### config.mk
export PLATFORM = sky130hd
export DESIGN_NAME = fpx_exc_unit
export DESIGN_NICKNAME = d
export VERILOG_FILES = /design/src/include/fpx_pkg.sv /design/src/core/fpx_exc_unit.sv /design/src/core/fpx_operand_class.sv
export VERILOG_INCLUDE_DIRS = /design/src /design/src/include
export SDC_FILE = /design/constraint.sdc
export NUM_CORES = 1
export LEC_CHECK = 0
export ABC_AREA = 1
export BUFFER_PORTS_ARGS = -buffer_cell sky130_fd_sc_hd__buf_2
export CORE_AREA = 2 2 137 139
export CTS_BUF_LIST = sky130_fd_sc_hd__clkbuf_4
export CTS_CLUSTER_DIAMETER = 40
export DETAILED_ROUTE_END_ITERATION = 6
export DIE_AREA = 0 0 139 141
export SYNTH_ARGS = -nofsm -noshare
export SYNTH_HDL_FRONTEND = slang
export SYNTH_HIERARCHICAL = 1
export SYNTH_SLANG_ARGS = --single-unit
export TNS_END_PERCENT = 50
### constraint.sdc
create_clock -name clock -period 1.63 [get_ports clock]
set_input_delay 0.2445 -clock clock [delete_from_list [all_inputs] [get_ports clock]]
set_output_delay 0.2445 -clock clock [all_outputs]
set_load 0.05 [all_outputs]
### src/include/fpx_regs.svh
`ifndef FPX_REGS_SVH
`define FPX_REGS_SVH

// Sticky and control field positions in the status/control word
`define FPX_SC_IO_STICKY_BIT 0
`define FPX_SC_UF_STICKY_BIT 3
`define FPX_SC_IX_STICKY_BIT 4
`define FPX_SC_IO_TRAP_BIT   8
`define FPX_SC_UF_TRAP_BIT   11
`define FPX_SC_IX_TRAP_BIT   12
`define FPX_SC_FLUSH_BIT     24
`define FPX_SC_DEF_NAN_BIT   25

// Field positions in the exception word
`define FPX_XW_IO_BIT        0
`define FPX_XW_UF_BIT        3
`define FPX_XW_PEND_BIT      31

// Smallest biased exponent of a normal number
`define FPX_MIN_NORMAL_EXP  13'sh0001

// Operand field widths
`define FPX_DP_EXP_W        11
`define FPX_DP_FRAC_W       52
`define FPX_SP_EXP_W        8
`define FPX_SP_FRAC_W       23

`endif

### src/include/fpx_pkg.sv
package fpx_pkg;

	// Reason the last instruction left the hardware path
	typedef enum logic [2:0]
	{
		CAUSE_NONE,
		CAUSE_INEXACT,
		CAUSE_INPUT,
		CAUSE_INVALID,
		CAUSE_UNDERFLOW
	} fpx_cause_t;

	// Whole state of the exception unit
	typedef struct packed
	{
		logic       bounce;
		fpx_cause_t cause;
		logic       capture;
		logic       preTrig;
		logic       regWrite;
		logic       flushZero;
		logic       ufTrapArmed;
		logic       excPending;
		logic       excUnderflow;
		logic       excInvalid;
		logic       ufSticky;
		logic       ixSticky;
		logic       ioSticky;
	} fpx_state_t;

endpackage

### src/core/fpx_exc_unit.sv
`timescale 1ns/1ps
`include "fpx_regs.svh"

module fpx_exc_unit
	import fpx_pkg::*;
#(
	parameter int NUM_OPS = 3,
	parameter int EXP_W   = `FPX_DP_EXP_W,
	parameter int FRAC_W  = `FPX_DP_FRAC_W
)
(
	// Clock and reset
	input  wire logic                           clock,
	input  wire logic                           srst,
	// Issue stage, one instruction per valid cycle
	input  wire logic                           issueValid,
	input  wire logic                           issueArith,
	input  wire logic                           isDp,
	input  wire logic [NUM_OPS-1:0]             opValid,
	input  wire logic [NUM_OPS-1:0][EXP_W-1:0]  opExp,
	input  wire logic [NUM_OPS-1:0][FRAC_W-1:0] opFrac,
	input  wire logic signed [EXP_W+1:0]        initExp,
	input  wire logic signed [EXP_W+1:0]        ufThreshold,
	// Completion stage, one result per valid cycle
	input  wire logic                           resultValid,
	input  wire logic signed [EXP_W+1:0]        resExp,
	input  wire logic                           resFracAllOnes,
	input  wire logic                           resRoundInc,
	input  wire logic                           roundInexact,
	input  wire logic                           ovfUntrapped,
	input  wire logic                           ufLossUntrapped,
	// Control and software access
	input  wire logic [31:0]                    fpStatusCtrl,
	input  wire logic                           fastIeeeBypassMode,
	input  wire logic                           swWriteStatus,
	input  wire logic [31:0]                    swStatusValue,
	input  wire logic                           swWriteExc,
	input  wire logic [31:0]                    swExcValue,
	// Decision outputs
	output logic                                bounce,
	output fpx_cause_t                          bounceCause,
	output logic                                captureInstr,
	output logic                                preTriggerValid,
	output logic                                regWriteEn,
	output logic                                flushZeroResult,
	output logic                                ufTrapArmed,
	// Exception word flags
	output logic                                excPending,
	output logic                                excUnderflow,
	output logic                                excInvalid,
	// Sticky status flags
	output logic                                underflowSticky,
	output logic                                inexactSticky,
	output logic                                invalidSticky
);

	fpx_state_t         stReg;
	fpx_state_t         stNext;
	logic [NUM_OPS-1:0] opNan;
	logic [NUM_OPS-1:0] opSnan;
	logic [NUM_OPS-1:0] opSub;
	logic               flushZeroCtl;
	logic               defaultNan;
	logic               ufTrapEn;
	logic               ixTrapEn;
	logic               ioTrapEn;
	logic               anyNan;
	logic               anySnan;
	logic               anySub;
	logic               inputBounce;
	logic               snanDn;
	logic               potUf;
	logic               ftzFlush;
	logic               inexactEvent;
	logic               toMinNormal;

	// One classifier per operand slot
	genvar gi;
	generate
		for (gi = 0; gi < NUM_OPS; gi++)
		begin : g_op
			fpx_operand_class
			#(
				.EXP_W     (EXP_W),
				.FRAC_W    (FRAC_W),
				.SP_EXP_W  (`FPX_SP_EXP_W),
				.SP_FRAC_W (`FPX_SP_FRAC_W)
			)
			u_class
			(
				.isDp        (isDp),
				.expField    (opExp[gi]),
				.fracField   (opFrac[gi]),
				.isNan       (opNan[gi]),
				.isSnan      (opSnan[gi]),
				.isSubnormal (opSub[gi])
			);
		end
	endgenerate

	// Control bits picked out of the status/control word
	assign flushZeroCtl = fpStatusCtrl[`FPX_SC_FLUSH_BIT];
	assign defaultNan   = fpStatusCtrl[`FPX_SC_DEF_NAN_BIT];
	assign ufTrapEn     = fpStatusCtrl[`FPX_SC_UF_TRAP_BIT];
	assign ixTrapEn     = fpStatusCtrl[`FPX_SC_IX_TRAP_BIT];
	assign ioTrapEn     = fpStatusCtrl[`FPX_SC_IO_TRAP_BIT];

	// Operand screening, only slots the instruction really reads
	assign anyNan  = |(opNan & opValid);
	assign anySnan = |(opSnan & opValid);
	assign anySub  = |(opSub & opValid);
	// A signalling NaN outside default NaN mode lands here too
	assign inputBounce = (anyNan & ~defaultNan)
		| (anySub & ~flushZeroCtl);
	assign snanDn      = anySnan & defaultNan;

	// Exponent is only a first estimate, so cancellation may still
	// pull the result under; bounce on the whole threshold band
	assign potUf = ~fastIeeeBypassMode
		& ~flushZeroCtl
		& (initExp < ufThreshold);

	// Flush test is on the unrounded exponent, so a value that would
	// round up to the minimum normal is still flushed
	assign ftzFlush    = flushZeroCtl
		& (resExp < `FPX_MIN_NORMAL_EXP);
	assign toMinNormal = (resExp == (`FPX_MIN_NORMAL_EXP - 13'sh0001))
		& resFracAllOnes & resRoundInc;
	assign inexactEvent = roundInexact | ovfUntrapped | ufLossUntrapped;

	// Next state; hardware events are applied after software writes
	// so a set in the same cycle as a clear is never lost
	always_comb
	begin
		stNext           = stReg;
		stNext.bounce    = 1'b0;
		stNext.capture   = 1'b0;
		stNext.preTrig   = 1'b0;
		stNext.regWrite  = 1'b0;
		stNext.flushZero = 1'b0;
		stNext.ufTrapArmed = ufTrapEn & ~flushZeroCtl;

		// Software is the only path that can clear a flag
		if (swWriteStatus)
		begin
			stNext.ufSticky = swStatusValue[`FPX_SC_UF_STICKY_BIT];
			stNext.ixSticky = swStatusValue[`FPX_SC_IX_STICKY_BIT];
			stNext.ioSticky = swStatusValue[`FPX_SC_IO_STICKY_BIT];
		end
		if (swWriteExc)
		begin
			stNext.excPending   = swExcValue[`FPX_XW_PEND_BIT];
			stNext.excUnderflow = swExcValue[`FPX_XW_UF_BIT];
			stNext.excInvalid   = swExcValue[`FPX_XW_IO_BIT];
		end

		// Issue decision in priority order
		if (issueValid)
		begin
			if (ixTrapEn)
			begin
				// Precise trap: core keeps the address, nothing captured
				stNext.bounce  = 1'b1;
				stNext.cause   = CAUSE_INEXACT;
				stNext.capture = 1'b0;
			end
			else if (issueArith && inputBounce)
			begin
				stNext.bounce     = 1'b1;
				stNext.cause      = CAUSE_INPUT;
				stNext.capture    = 1'b1;
				stNext.excPending = 1'b1;
			end
			else if (issueArith && snanDn && ioTrapEn)
			begin
				stNext.bounce     = 1'b1;
				stNext.cause      = CAUSE_INVALID;
				stNext.capture    = 1'b1;
				stNext.excPending = 1'b1;
				stNext.excInvalid = 1'b1;
			end
			else if (issueArith && snanDn)
			begin
				// Untrapped invalid: default NaN goes out, flag set;
				// a NaN result cannot underflow, so no bounce either
				stNext.ioSticky = 1'b1;
			end
			else if (issueArith && potUf)
			begin
				// Sticky left alone; support code owns it here
				stNext.bounce       = 1'b1;
				stNext.cause        = CAUSE_UNDERFLOW;
				stNext.capture      = 1'b1;
				stNext.excPending   = 1'b1;
				stNext.excUnderflow = 1'b1;
			end
		end

		// Completion; a bounced instruction never gets here, so its
		// registers keep their old contents
		if (resultValid && !ixTrapEn)
		begin
			stNext.regWrite = 1'b1;
			if (ftzFlush)
			begin
				stNext.flushZero = 1'b1;
				stNext.ufSticky  = 1'b1;
			end
			if (inexactEvent)
				stNext.ixSticky = 1'b1;
		end
	end

	// State register
	always_ff @(posedge clock)
	begin
		if (srst)
		begin
			stReg       <= '0;
			stReg.cause <= CAUSE_NONE;
		end
		else
			stReg <= stNext;
	end

	// Outputs straight from the state flip-flops
	assign bounce          = stReg.bounce;
	assign bounceCause     = stReg.cause;
	assign captureInstr    = stReg.capture;
	assign preTriggerValid = stReg.preTrig;
	assign regWriteEn      = stReg.regWrite;
	assign flushZeroResult = stReg.flushZero;
	assign ufTrapArmed     = stReg.ufTrapArmed;
	assign excPending      = stReg.excPending;
	assign excUnderflow    = stReg.excUnderflow;
	assign excInvalid      = stReg.excInvalid;
	assign underflowSticky = stReg.ufSticky;
	assign inexactSticky   = stReg.ixSticky;
	assign invalidSticky   = stReg.ioSticky;

	// Inexact trap wins and leaves nothing behind for the handler
	inexact_first_a: assert property (
		@(posedge clock) disable iff (srst)
		issueValid && ixTrapEn && !swWriteExc
		|=> bounce && bounceCause == CAUSE_INEXACT && !captureInstr
			&& excPending == $past(excPending))
		else $error("inexact trap did not bounce first");

	inexact_precise_a: assert property (
		@(posedge clock) disable iff (srst)
		bounce && bounceCause == CAUSE_INEXACT |-> !captureInstr
			&& !preTriggerValid)
		else $error("inexact bounce captured an instruction");

	uf_bounce_flags_a: assert property (
		@(posedge clock) disable iff (srst)
		issueValid && issueArith && !ixTrapEn && !inputBounce && !snanDn
			&& potUf && !swWriteExc
		|=> bounce && bounceCause == CAUSE_UNDERFLOW && excPending
			&& excUnderflow)
		else $error("potential underflow did not flag the exception word");

	ftz_no_uftrap_a: assert property (
		@(posedge clock) disable iff (srst)
		issueValid && flushZeroCtl
		|=> !(bounce && bounceCause == CAUSE_UNDERFLOW) && !ufTrapArmed)
		else $error("underflow bounce taken in flush mode");

	uf_sticky_quiet_a: assert property (
		@(posedge clock) disable iff (srst)
		!swWriteStatus && !(resultValid && !ixTrapEn && ftzFlush)
		|=> underflowSticky == $past(underflowSticky))
		else $error("underflow sticky changed without cause");

	// The pulse may only stay up for a result completing right behind
	flush_zero_a: assert property (
		@(posedge clock) disable iff (srst)
		resultValid && !ixTrapEn && ftzFlush
		|=> flushZeroResult && underflowSticky && regWriteEn
			##1 (!flushZeroResult || $past(resultValid)))
		else $error("flush to zero not applied");

	// Both ends of the boundary: rounds-up value goes, minimum stays
	min_normal_a: assert property (
		@(posedge clock) disable iff (srst)
		resultValid && flushZeroCtl && !ixTrapEn
			&& (toMinNormal || resExp == `FPX_MIN_NORMAL_EXP)
		|=> flushZeroResult == $past(toMinNormal))
		else $error("flush decision wrong near minimum normal");

	inexact_sticky_a: assert property (
		@(posedge clock) disable iff (srst)
		resultValid && !ixTrapEn && inexactEvent
		|=> inexactSticky && regWriteEn)
		else $error("inexact event not recorded");

	input_bounce_a: assert property (
		@(posedge clock) disable iff (srst)
		issueValid && issueArith && !ixTrapEn && inputBounce
		|=> bounce && bounceCause == CAUSE_INPUT && captureInstr)
		else $error("input exception did not bounce");

	snan_invalid_a: assert property (
		@(posedge clock) disable iff (srst)
		issueValid && issueArith && !ixTrapEn && !inputBounce && snanDn
			&& !swWriteStatus && !swWriteExc
		|=> (ioTrapEn ? bounceCause == CAUSE_INVALID && excInvalid
			: invalidSticky && !bounce) == 1'b1)
		else $error("signalling NaN in default NaN mode mishandled");

	sticky_hold_a: assert property (
		@(posedge clock) disable iff (srst)
		inexactSticky && invalidSticky && !swWriteStatus
		|=> inexactSticky && invalidSticky)
		else $error("hardware cleared a sticky flag");

	// Disabled trap still bounces; support code writes the result
	uf_untrapped_a: assert property (
		@(posedge clock) disable iff (srst)
		issueValid && issueArith && !ufTrapEn && !ixTrapEn && !inputBounce
			&& !snanDn && !flushZeroCtl && !fastIeeeBypassMode
			&& initExp < ufThreshold && !swWriteExc
		|=> bounce && bounceCause == CAUSE_UNDERFLOW && excUnderflow)
		else $error("untrapped potential underflow did not bounce");

	uf_trap_arm_a: assert property (
		@(posedge clock) disable iff (srst)
		ufTrapEn && !flushZeroCtl |=> ufTrapArmed)
		else $error("underflow trap enable not armed");

	fast_no_uf_a: assert property (
		@(posedge clock) disable iff (srst)
		issueValid && fastIeeeBypassMode
		|=> !(bounce && bounceCause == CAUSE_UNDERFLOW))
		else $error("underflow bounce taken in fast bypass mode");

endmodule

### src/core/fpx_operand_class.sv
`timescale 1ns/1ps

// Sorts one operand into NaN, signalling NaN and subnormal
module fpx_operand_class
#(
	parameter int EXP_W     = 11,
	parameter int FRAC_W    = 52,
	parameter int SP_EXP_W  = 8,
	parameter int SP_FRAC_W = 23
)
(
	// Operand fields, single precision in the low bits
	input  wire logic              isDp,
	input  wire logic [EXP_W-1:0]  expField,
	input  wire logic [FRAC_W-1:0] fracField,
	// Classification
	output logic                   isNan,
	output logic                   isSnan,
	output logic                   isSubnormal
);

	logic expMax;
	logic expZero;
	logic fracNonZero;
	logic quietBit;

	// Width depends on precision; SP fields sit right aligned
	always_comb
	begin
		expMax      = isDp ? (&expField) : (&expField[SP_EXP_W-1:0]);
		expZero     = isDp ? ~(|expField) : ~(|expField[SP_EXP_W-1:0]);
		fracNonZero = isDp ? (|fracField) : (|fracField[SP_FRAC_W-1:0]);
		quietBit    = isDp ? fracField[FRAC_W-1] : fracField[SP_FRAC_W-1];
		isNan       = expMax & fracNonZero;
		isSnan      = isNan & ~quietBit;
		isSubnormal = expZero & fracNonZero;
	end

endmodule

=== Yosys cells after proc, flatten, opt, wreduce, memory -nomap -nowiden ===
Index checks and enable logic that the tools add are counted.

* Reduce and logical (&&, ||, !) cells: 32
* Bitwise operators: 36
* Eq/ne operators: 1
* $lt $le $gt $ge: 2
* Mux-type cells: 38

{| class="wikitable"
|+ Operators with widths
! cell !! count
|-
| $reduce_or A52 Y1 || 3
|-
| $reduce_or A23 Y1 || 3
|-
| $reduce_and A11 Y1 || 3
|-
| $reduce_or A11 Y1 || 3
|-
| $mux W5 || 5
|-
| $mux W1 || 24
|-
| $reduce_and A8 Y1 || 3
|-
| $reduce_or A8 Y1 || 3
|-
| $and A1 B1 Y1 || 16
|-
| $not A1 Y1 || 14
|-
| $lt A13 B13 Y1 || 1
|-
| $lt A13 B2 Y1 const B || 1
|-
| $mux W3 || 4
|-
| $reduce_or A3 Y1 || 4
|-
| $mux W2 || 5
|-
| $and A3 B3 Y3 || 3
|-
| $logic_and A1 B1 Y1 || 5
|-
| $ne A4 B3 Y1 const B || 1
|-
| $reduce_bool A4 Y1 || 1
|-
| $reduce_or A2 Y1 || 2
|-
| $or A1 B1 Y1 || 3
|-
| $reduce_and A3 Y1 || 1
|-
| $logic_not A1 Y1 || 1
|}

* Flip-flop bits (word level): 15
* Output and inout bits: 15
* Input port bits: 341

=== Depth between registers and ports, before layout ===
Gate-level depths: netlist of the first run.

* Depth in word-level cells: 13
* Gate-level depth with buffers: 21
* Depth with buffers taken out: 21

=== By module ===
The synthesis of the first run kept the hierarchy.

{| class="wikitable"
|+ By module, submodules not included
! module !! cells an instance !! area an instance (um^2) !! seq. area each (um^2) !! instances
|-
| fpx_exc_unit || 163 || 1044.8 || 280.3 || 1
|-
| fpx_operand_class || 79 || 337.8 || 0.0 || 3
|}

=== Worst setup path before layout of the first run ===
OpenSTA, ideal clock, no wires.

* Path type: input-to-reg
* From: in opFrac[155] in the netlist's numbering
* To: reg stReg, in the netlist bounceCause[1]
* Library setup time: 68 ps
* Path slack: -23 ps
* Arrival time: 1585 ps
* Cell stages on the path: 21
* Path buffers: 0
* Cells stage by stage: inv_1 > nand2_1 > nor2_2 > nand2_1 > nor2_1 > nand2_1 > nand2_1 > nand2_1 > nand2_1 > nor2_1 > nand2_1 > nand3_1 > nand3_1 > inv_1 > nand2_1 > nand2_1 > nor2_1 > nand2_2 > nand2_2 > nand2_1 > a21oi_2

* Longest elaborated chain between the ends: 12
* Elaborated cells on any way between the ends: 26
* Classes of those cells: 1 x eq/ne; 5 x mux; 11 x bitwise; 9 x reduce/logical

{| class="wikitable"
|+ RTL lines
! what !! RTL line !! text
|-
| start, declared || fpx_exc_unit.sv:21 || <nowiki>input wire logic [NUM_OPS-1:0][FRAC_W-1:0] opFrac,</nowiki>
|-
| $reduce_or A52 Y1 || fpx_operand_class.sv:32 || <nowiki>fracNonZero = isDp ? (|fracField) : (|fracField[SP_FRAC_W-1:0]);</nowiki>
|-
| $mux W1 || fpx_operand_class.sv:32 ||
|-
| $and A1 B1 Y1 || fpx_operand_class.sv:34 || <nowiki>isNan = expMax & fracNonZero;</nowiki>
|-
| $and A1 B1 Y1 * || fpx_operand_class.sv:35 || <nowiki>isSnan = isNan & ~quietBit;</nowiki>
|-
| net opSnan[2] || fpx_exc_unit.sv:60 || <nowiki>logic [NUM_OPS-1:0] opSnan;</nowiki>
|-
| $and A3 B3 Y3 * || fpx_exc_unit.sv:110 || <nowiki>assign anySnan = |(opSnan & opValid);</nowiki>
|-
| $reduce_or A3 Y1 * || fpx_exc_unit.sv:110 ||
|-
| $and A1 B1 Y1 * || fpx_exc_unit.sv:115 || <nowiki>assign snanDn = anySnan & defaultNan;</nowiki>
|-
| $logic_and A1 B1 Y1 * || fpx_exc_unit.sv:174, fpx_exc_unit.sv:182 ||
|-
| $logic_and A1 B1 Y1 || fpx_exc_unit.sv:174 || <nowiki>else if (issueArith && snanDn && ioTrapEn)</nowiki>
|-
| $mux W5 || fpx_exc_unit.sv:174 ||
|-
| $mux W5 || fpx_exc_unit.sv:167 || <nowiki>else if (issueArith && inputBounce)</nowiki>
|-
| $mux W5 || fpx_exc_unit.sv:160 || <nowiki>if (ixTrapEn)</nowiki>
|-
| end signal, assigned || fpx_exc_unit.sv:223 || <nowiki>stReg <= stNext;</nowiki>
|-
| end, declared || fpx_exc_unit.sv:57 || <nowiki>fpx_state_t stReg;</nowiki>
|}

Mark *: on every way through the listed nets, which the timed path passes. The rest lies on a longest branch.
A chain may end at the register's enable or synchronous reset.

=== Worst setup path after layout of the first run ===
* From: in opFrac[9] in the netlist's numbering
* To: reg stReg, in the netlist bounceCause[1]

* Longest elaborated chain between the ends: 12
* Elaborated cells on any way between the ends: 25
* Classes of those cells: 1 x eq/ne; 4 x mux; 10 x bitwise; 10 x reduce/logical

{| class="wikitable"
|+ RTL lines
! what !! RTL line
|-
| $reduce_or A52 Y1 or $reduce_or A23 Y1 (tied branches) || fpx_operand_class.sv:32
|-
| $mux W1 * || fpx_operand_class.sv:32
|-
| $and A1 B1 Y1 * || fpx_operand_class.sv:34
|-
| $and A1 B1 Y1 * || fpx_operand_class.sv:35
|-
| net opSnan[0] || fpx_exc_unit.sv:60
|-
| $and A3 B3 Y3 * || fpx_exc_unit.sv:110
|-
| $reduce_or A3 Y1 * || fpx_exc_unit.sv:110
|-
| $and A1 B1 Y1 * || fpx_exc_unit.sv:115
|-
| $logic_and A1 B1 Y1 * || fpx_exc_unit.sv:174, fpx_exc_unit.sv:182
|-
| $logic_and A1 B1 Y1 || fpx_exc_unit.sv:174
|-
| $mux W5 || fpx_exc_unit.sv:174
|-
| $mux W5 || fpx_exc_unit.sv:167
|-
| $mux W5 || fpx_exc_unit.sv:160
|}

Marks and branches as above.

==> out/metrics.csv, run 1 <==
metric;value;unit
run_status;complete, but fails checks;
layout.cells.most_common_list;sky130_fd_sc_hd__buf_2 (241), sky130_fd_sc_hd__nand2_1 (84), sky130_fd_sc_hd__nor2_1 (66), sky130_fd_sc_hd__inv_1 (64), sky130_fd_sc_hd__nor2_2 (26);
cts.sinks;14;
skew;0;ps
max_cap_viol_count;0;
violated_checks;negative setup slack;
cts_tree;done;
number_of_enable_type_register_cells_in_the_synthesized_netlist;0;
insertion_delay;270;ps
critical_path.n_buffers_inverters;1;
setup_slack_on_the_worst_flop_to_flop_path;910;ps
detailed_place_hpwl;8596;µm
area_growth;104.1;%
most_common_cell_after_layout_fill_and_taps_aside;sky130_fd_sc_hd__buf_2;
hold_path.class;in -> reg;
max_frequency;569.6;MHz
final_cell_area;4202;µm²
cts-root-buf;sky130_fd_sc_hd__clkbuf_4;
synth_top_cells_by_area;sky130_fd_sc_hd__nand2_1 (19%), sky130_fd_sc_hd__inv_1 (16%), sky130_fd_sc_hd__nor2_1 (16%), sky130_fd_sc_hd__dfxtp_1 (14%), sky130_fd_sc_hd__ha_1 (7.3%);
io_pins;356;
drt_iter0_drc;49;
floorplan.rows;50;
yosys.cell_types.count;29;
cp_data_arrival_time;1920;ps
ys_dominant_reg_cell;sky130_fd_sc_hd__dfxtp_1;
path_class;in -> reg;
antenna_left;0;
rr_endpoint;excInvalid$_SDFF_PP0_;
worst_setup_path_start_kind;input pin;
synth_sequential_area_ratio;13.62;%
drcViolationCount;0;
floorplan.die.height;141;µm
synthesis.nets;753;
route.vias.total;3375;
nFillCells;2068;
ys_seq_elements;14;
htree_num_levels;1;
place.gp.congestion;0.7384;
fp.dieW;139;µm
pin_count_of_the_biggest_net_entering_global_routing;12;
worstPathMaxFanout;3;
grt_antenna_before_repair;0;
yosys_warnings;6;
clkSlewWorstSetupHoldPaths;80;ps
rsz0062_at_grt;true;
finalSetupViolations;8;
reg2reg_from;excInvalid$_SDFF_PP0_;
setup.worst_path.start;opFrac[9];
crit_chain;buf_2, nor2_2, nand2_1, nor2_1, nand3b_1, nor2_2, nand2_1, nand2_2, nor2_1, nand2_1, nand3_2, nand3_2, and3b_2, nand3_2, nand2_2, nand2_4, nand2_2, a21oi_2;
cpMaxStageDelayCell;sky130_fd_sc_hd__and3b_2;
cellPowerDensity;311.4;nW/µm²
leakage;2.382;nW
rr_worst_depth;4;
finalNetCount;1041;
asyncSetResetFlopFracSynth;0;%
cts.path.max_buffers;2;
synth_area_per_cell;5.146;µm²
final_min_period_over_clock_period;107.7;%
finalHoldViolations;0;
final.min_clock_period;1756;ps
buffer_ports.inserted;267;
num_antenna_cells;0;
worst_ir_drop_vdd;0.0002165;V
grt_pass1_vias;3085;
finalMaxSlewViolations;0;
final_core_util;23.00;%
grt_use_total;8.775;%
routed_length_per_instance;10.57;µm
postSynthCellCount;400;
vias_per_cell;3.668;
family_with_the_most_delay_on_the_worst_path;simple AND/OR/NAND/NOR gates;
fin_total_pwr;1.309;mW
netlist_area;2058;µm²
synth_top_cell_by_area;sky130_fd_sc_hd__nand2_1;
cp.required;1800;ps
grt_remaining_overflow;0;
crit_path_max_incr_delay;210;ps
path_depth;18;
setup_total_negative_slack;-687.2;ps
post-synth-top-area-fraction;19.33;%
timing.critical_path.to_type;register;
whs;164.8;ps
floorplan.die_area;19600;µm²
first_pass_iters;4;
final_layout_size_suffix_gt1_share;55.83;%
starting_utilization_of_the_core_area;11.27;%
postPlaceCellArea;3781;µm²
number_of_buffers_inserted_during_clock_tree_synthesis;3;
detail_route.wirelength;9722;µm
end_point_of_the_critical_path;bounceCause[1]$_SDFFE_PP0P_;
post-route-worst-setup-slack;-125.6;ps
floorplan.core_area;18270;µm²
grt_first_pass_wirelength;13930;µm
==> power breakdown <==
group | leakage, nW | switching [mW] | internal [mW]
logic | 2.25 | 0.366 | 0.392
clock network | 0.0138 | 0.101 | 0.0855
registers | 0.115 | 0.00628 | 0.358
total | 2.38 | 0.473 | 0.836
==> final cells by class <==
| type | instances | area (µm²) | area share [%] |
|---|---|---|---|
| Clock buffer | 3 | 22.52 | 0.5360 |
| Tap cell | 234 | 292.8 | 6.968 |
| Sequential cell | 14 | 280.3 | 6.671 |
| Timing Repair Buffer | 285 | 1634 | 38.89 |
| Inverter | 88 | 337.8 | 8.040 |
| Multi-Input combinational cell | 296 | 1634 | 38.89 |
==> per-layer routing <==
layer  wire [µm]  vias to the layer above  global-route usage, %
li1            -                     1801                      -
met1        3671                     1395                  9.760
met2        5288                      175                  17.84
met3         731                        4                  1.732
met4          30                        0                 0.5316
met5           0                        -                      0
==> state kept, by name, indices dropped and copies added, names as in the netlist <==
| register | count |
|---|---|
| excUnderflow | 1 |
| inexactSticky | 1 |
| excInvalid | 1 |
| bounceCause | 3 |
| excPending | 1 |
| invalidSticky | 1 |
| bounce | 1 |
| flushZeroResult | 1 |
| captureInstr | 1 |
| ufTrapArmed | 1 |
| regWriteEn | 1 |
| underflowSticky | 1 |
==> what timing repair did <==
item | 4_1_cts | 5_1_grt
pin swaps | 5 | 58
hold buffers | 0 | 0
gates cloned | 0 | 0
setup buffers | 1 | 4
endpoints found under the setup margin | 9 | 9
gates resized for setup | 21 | 95
==> per-stage QoR <==
stage          std cells  setup slack [ps]
5_1_grt              920            -254.5
6_report             920            -125.6
4_1_cts              916            -124.0
3_3_place_gp         913            -552.0
3_5_place_dp         913            -634.9
2_1_floorplan        400            -23.07
==> cells in the mapped netlist, drive strengths merged, types with 2 or more instances <==
cell	number
nor3	3
a21oi	14
o31ai	3
nand3	18
nand2	109
o21ai	2
a31oi	2
and2	3
nor2	97
nand4	10
ha	12
inv	88
mux2i	2
a211oi	3
nand3b	3
nor4	9
dfxtp	14
==> worst min path at each step <==
stage                                             end  slack [ps]                        start  cells after the start
after global routing           ufTrapArmed$_SDFF_PP0_         160             fpStatusCtrl[24]                      2
after global placement    bounceCause[2]$_SDFFE_PP0P_         460  bounceCause[2]$_SDFFE_PP0P_                      2
after CTS                      ufTrapArmed$_SDFF_PP0_         170             fpStatusCtrl[24]                      2
final                          ufTrapArmed$_SDFF_PP0_         160             fpStatusCtrl[24]                      2
after floorplan                ufTrapArmed$_SDFF_PP0_         320             fpStatusCtrl[24]                      1
after detailed placement  bounceCause[2]$_SDFFE_PP0P_         470  bounceCause[2]$_SDFFE_PP0P_                      2
==> cells by family after synthesis <==
kind of cell / synth area share [%]
AND/OR/NAND/NOR: 53.13
other: 0.1822
AO/OA/AOI/OAI: 8.207
flip-flops: 13.62
multiplexers: 0.9727
adder cells (fa/ha/maj): 7.295
buffers and inverters: 16.60
(Power assumes the default switching activity.)
==> run 2, diff against run 1 <==
==> constraint.sdc (replaced) <==
create_clock -name clock -period 1.63 [get_ports clock]
set_input_delay 0.163 -clock clock [delete_from_list [all_inputs] [get_ports clock]]
set_output_delay 0.163 -clock clock [all_outputs]
set_load 0.05 [all_outputs]
==> out/metrics.csv, run 2 (same netlist as run 1, synthesis figures left out) <==
metric;value;unit
reg2reg_from;excInvalid$_SDFF_PP0_;
largest_register_ffs;3;
final_layout_size_suffix_gt1_share;55.65;%
hold_path_startpoint;fpStatusCtrl[24];
hold_path.class;in -> reg;
netSwitchingFraction;36.72;%
finalMaxSlewViolations;0;
detail_route.wirelength;9669;µm
layout.cells.most_common_list;sky130_fd_sc_hd__buf_2 (250), sky130_fd_sc_hd__nand2_1 (83), sky130_fd_sc_hd__inv_1 (70), sky130_fd_sc_hd__nor2_1 (64), sky130_fd_sc_hd__nand2_2 (25);
final_min_period_over_clock_period;103.1;%
cts.path.max_buffers;2;
cts-root-buf;sky130_fd_sc_hd__clkbuf_4;
floorplan.rows;50;
timing.critical_path.to_type;register;
skew;0;ps
detailed_place_hpwl;8610;µm
cp_common_cell;sky130_fd_sc_hd__nand2_2;
htree_num_levels;1;
number_of_buffers_inserted_during_clock_tree_synthesis;3;
setup.worst_path.start;opFrac[60];
cellPowerDensity;312.6;nW/µm²
finalHoldViolations;0;
p_switching;0.4825;mW
place.gp.congestion;0.7626;
max_cap_viol_count;0;
grt_pass1_vias;3320;
fin_total_pwr;1.314;mW
finalNetCount;1044;
floorplan.core_area;18270;µm²
clkSlewWorstSetupHoldPaths;80;ps
pwr-share-clk;15.3;%
starting_utilization_of_the_core_area;11.27;%
cp.required;1800;ps
floorplan.die_area;19600;µm²
rsz0062_at_grt;true;
power_frac_seq;27.8;%
violated_checks;negative setup slack;
crit_chain;buf_6, nor2_4, nand2_2, nor2_1, nand3b_1, nor2_2, nand2_2, nand2_4, nor2_4, nand2_2, nand3_2, nand3_4, and3b_2, nand3_2, nand2_2, nand2_2, nand2_1, a21oi_2;
comb_power_share;56.9;%
dpl_worst_slack;-430.4;ps
grt_first_pass_wirelength;14360;µm
p_int;0.8315;mW
top_layer_used;met4;
path_class;in -> reg;
postPlaceCellArea;3824;µm²
grt_antenna_before_repair;0;
non_filler_cells_final;924;
setup_slack_on_the_worst_flop_to_flop_path;820;ps
cp_data_arrival_time;1850;ps
whs_path_depth;2;
grt_remaining_overflow;0;
drt_iter0_drc;35;
max_frequency;595.3;MHz
area_growth;104.3;%
dp.cells;917;
post-route-worst-setup-slack;-49.90;ps
leakage;2.386;nW
route.met3.wl;743;µm
final.min_clock_period;1680;ps
final_cell_area;4204;µm²
cts_tree;done;
worstPathMaxFanout;3;
cpMaxStageDelayCell;sky130_fd_sc_hd__and3b_2;
pin_count_of_the_biggest_net_entering_global_routing;12;
worst_ir_drop_vdd;0.0002256;V
rr_endpoint;excInvalid$_SDFF_PP0_;
cts.sinks;14;
io_pins;356;
vias_per_cell;3.666;
num_antenna_cells;0;
most_common_cell_after_layout_fill_and_taps_aside;sky130_fd_sc_hd__buf_2;
fp.dieW;139;µm
end_point_of_the_critical_path;bounceCause[2]$_SDFFE_PP0P_;
first_pass_iters;4;
ctsHoldBuffers;0;
wirelength_met1;3703;µm
rr_worst_depth;4;
route.vias.total;3387;
antenna_left;0;
grt_use_total;8.909;%
floorplan.die.height;141;µm
routed_length_per_instance;10.46;µm
insertion_delay;280;ps
crit_path_max_incr_delay;200;ps
buffer_ports.inserted;267;
run_status;complete, but fails checks;
worst_setup_path_start_kind;input pin;
met2WireLength;5184;µm
finalSetupViolations;3;
drcViolationCount;0;
## run 2: cell types whose count changed in the layout (fill, tap and decap cells not counted), moves of 2 or more
cell                     previous run  this run
sky130_fd_sc_hd__inv_1             64        70
sky130_fd_sc_hd__buf_4             18        20
sky130_fd_sc_hd__inv_2             22        18
sky130_fd_sc_hd__buf_6             24        17
sky130_fd_sc_hd__and2_4             0         2
sky130_fd_sc_hd__buf_2            241       250
sky130_fd_sc_hd__nor2_4             5         9
sky130_fd_sc_hd__nor2_2            26        24
sky130_fd_sc_hd__nor2_1            66        64
## run 2: area by class of cell
type	count	area (µm²)
Clock buffer	3	22.52
Clock inverter	1	3.754
Fill cell	2072	14060
Inverter	88	330.3
Multi-Input combinational cell	296	1662
Sequential cell	14	280.3
Tap cell	234	292.8
Timing Repair Buffer	288	1613
## run 2: metrics by stage
step	utilization [%]	hold WS, ps	TNS [ps]
floorplan	-	235.0	0
global placement	20.93	369.8	-3238
detailed placement	20.93	377.1	-3381
CTS	21.31	69.10	-0.04441
global route	23.01	77.84	-1351
finish	23.01	71.38	-89.30
## run 2: what timing repair did
| action | 4_1_cts | 5_1_grt |
|---|---|---|
| gates resized for setup | 12 | 95 |
| buffers inserted | 0 | 3 |
| setup endpoints to repair | 8 | 9 |
| pin swaps | 0 | 45 |
| hold endpoints to repair | 0 | 0 |
## run 2: power by group through the flow
stage	registers [mW]	clock network, mW	logic, mW
finish	0.365	0.202	0.748
floorplan	0.429	0	0.209
global placement	0.372	0	0.671
CTS	0.365	0.213	0.688
global route	0.367	0.230	0.838
detailed placement	0.373	0	0.679
## run 2: worst min path at each step
stage                                   endpoint  slack, ps
final                     ufTrapArmed$_SDFF_PP0_         70
after global routing      ufTrapArmed$_SDFF_PP0_         80
after floorplan           ufTrapArmed$_SDFF_PP0_        230
after global placement    ufTrapArmed$_SDFF_PP0_        370
after detailed placement  ufTrapArmed$_SDFF_PP0_        380
after CTS                 ufTrapArmed$_SDFF_PP0_         70
## run 2: per-layer routing
layer	global-route usage, %	vias up
met5	0	-
met3	1.664	6
met4	0.9038	0
met2	18.64	168
li1	-	1811
met1	9.403	1402
## run 2: critical path, delay by kind of cell
kind / cells / cell delay [ps]
AND/OR/NAND/NOR: 16 / 1520
buffers and inverters: 1 / 100
AO/OA/AOI/OAI: 1 / 50
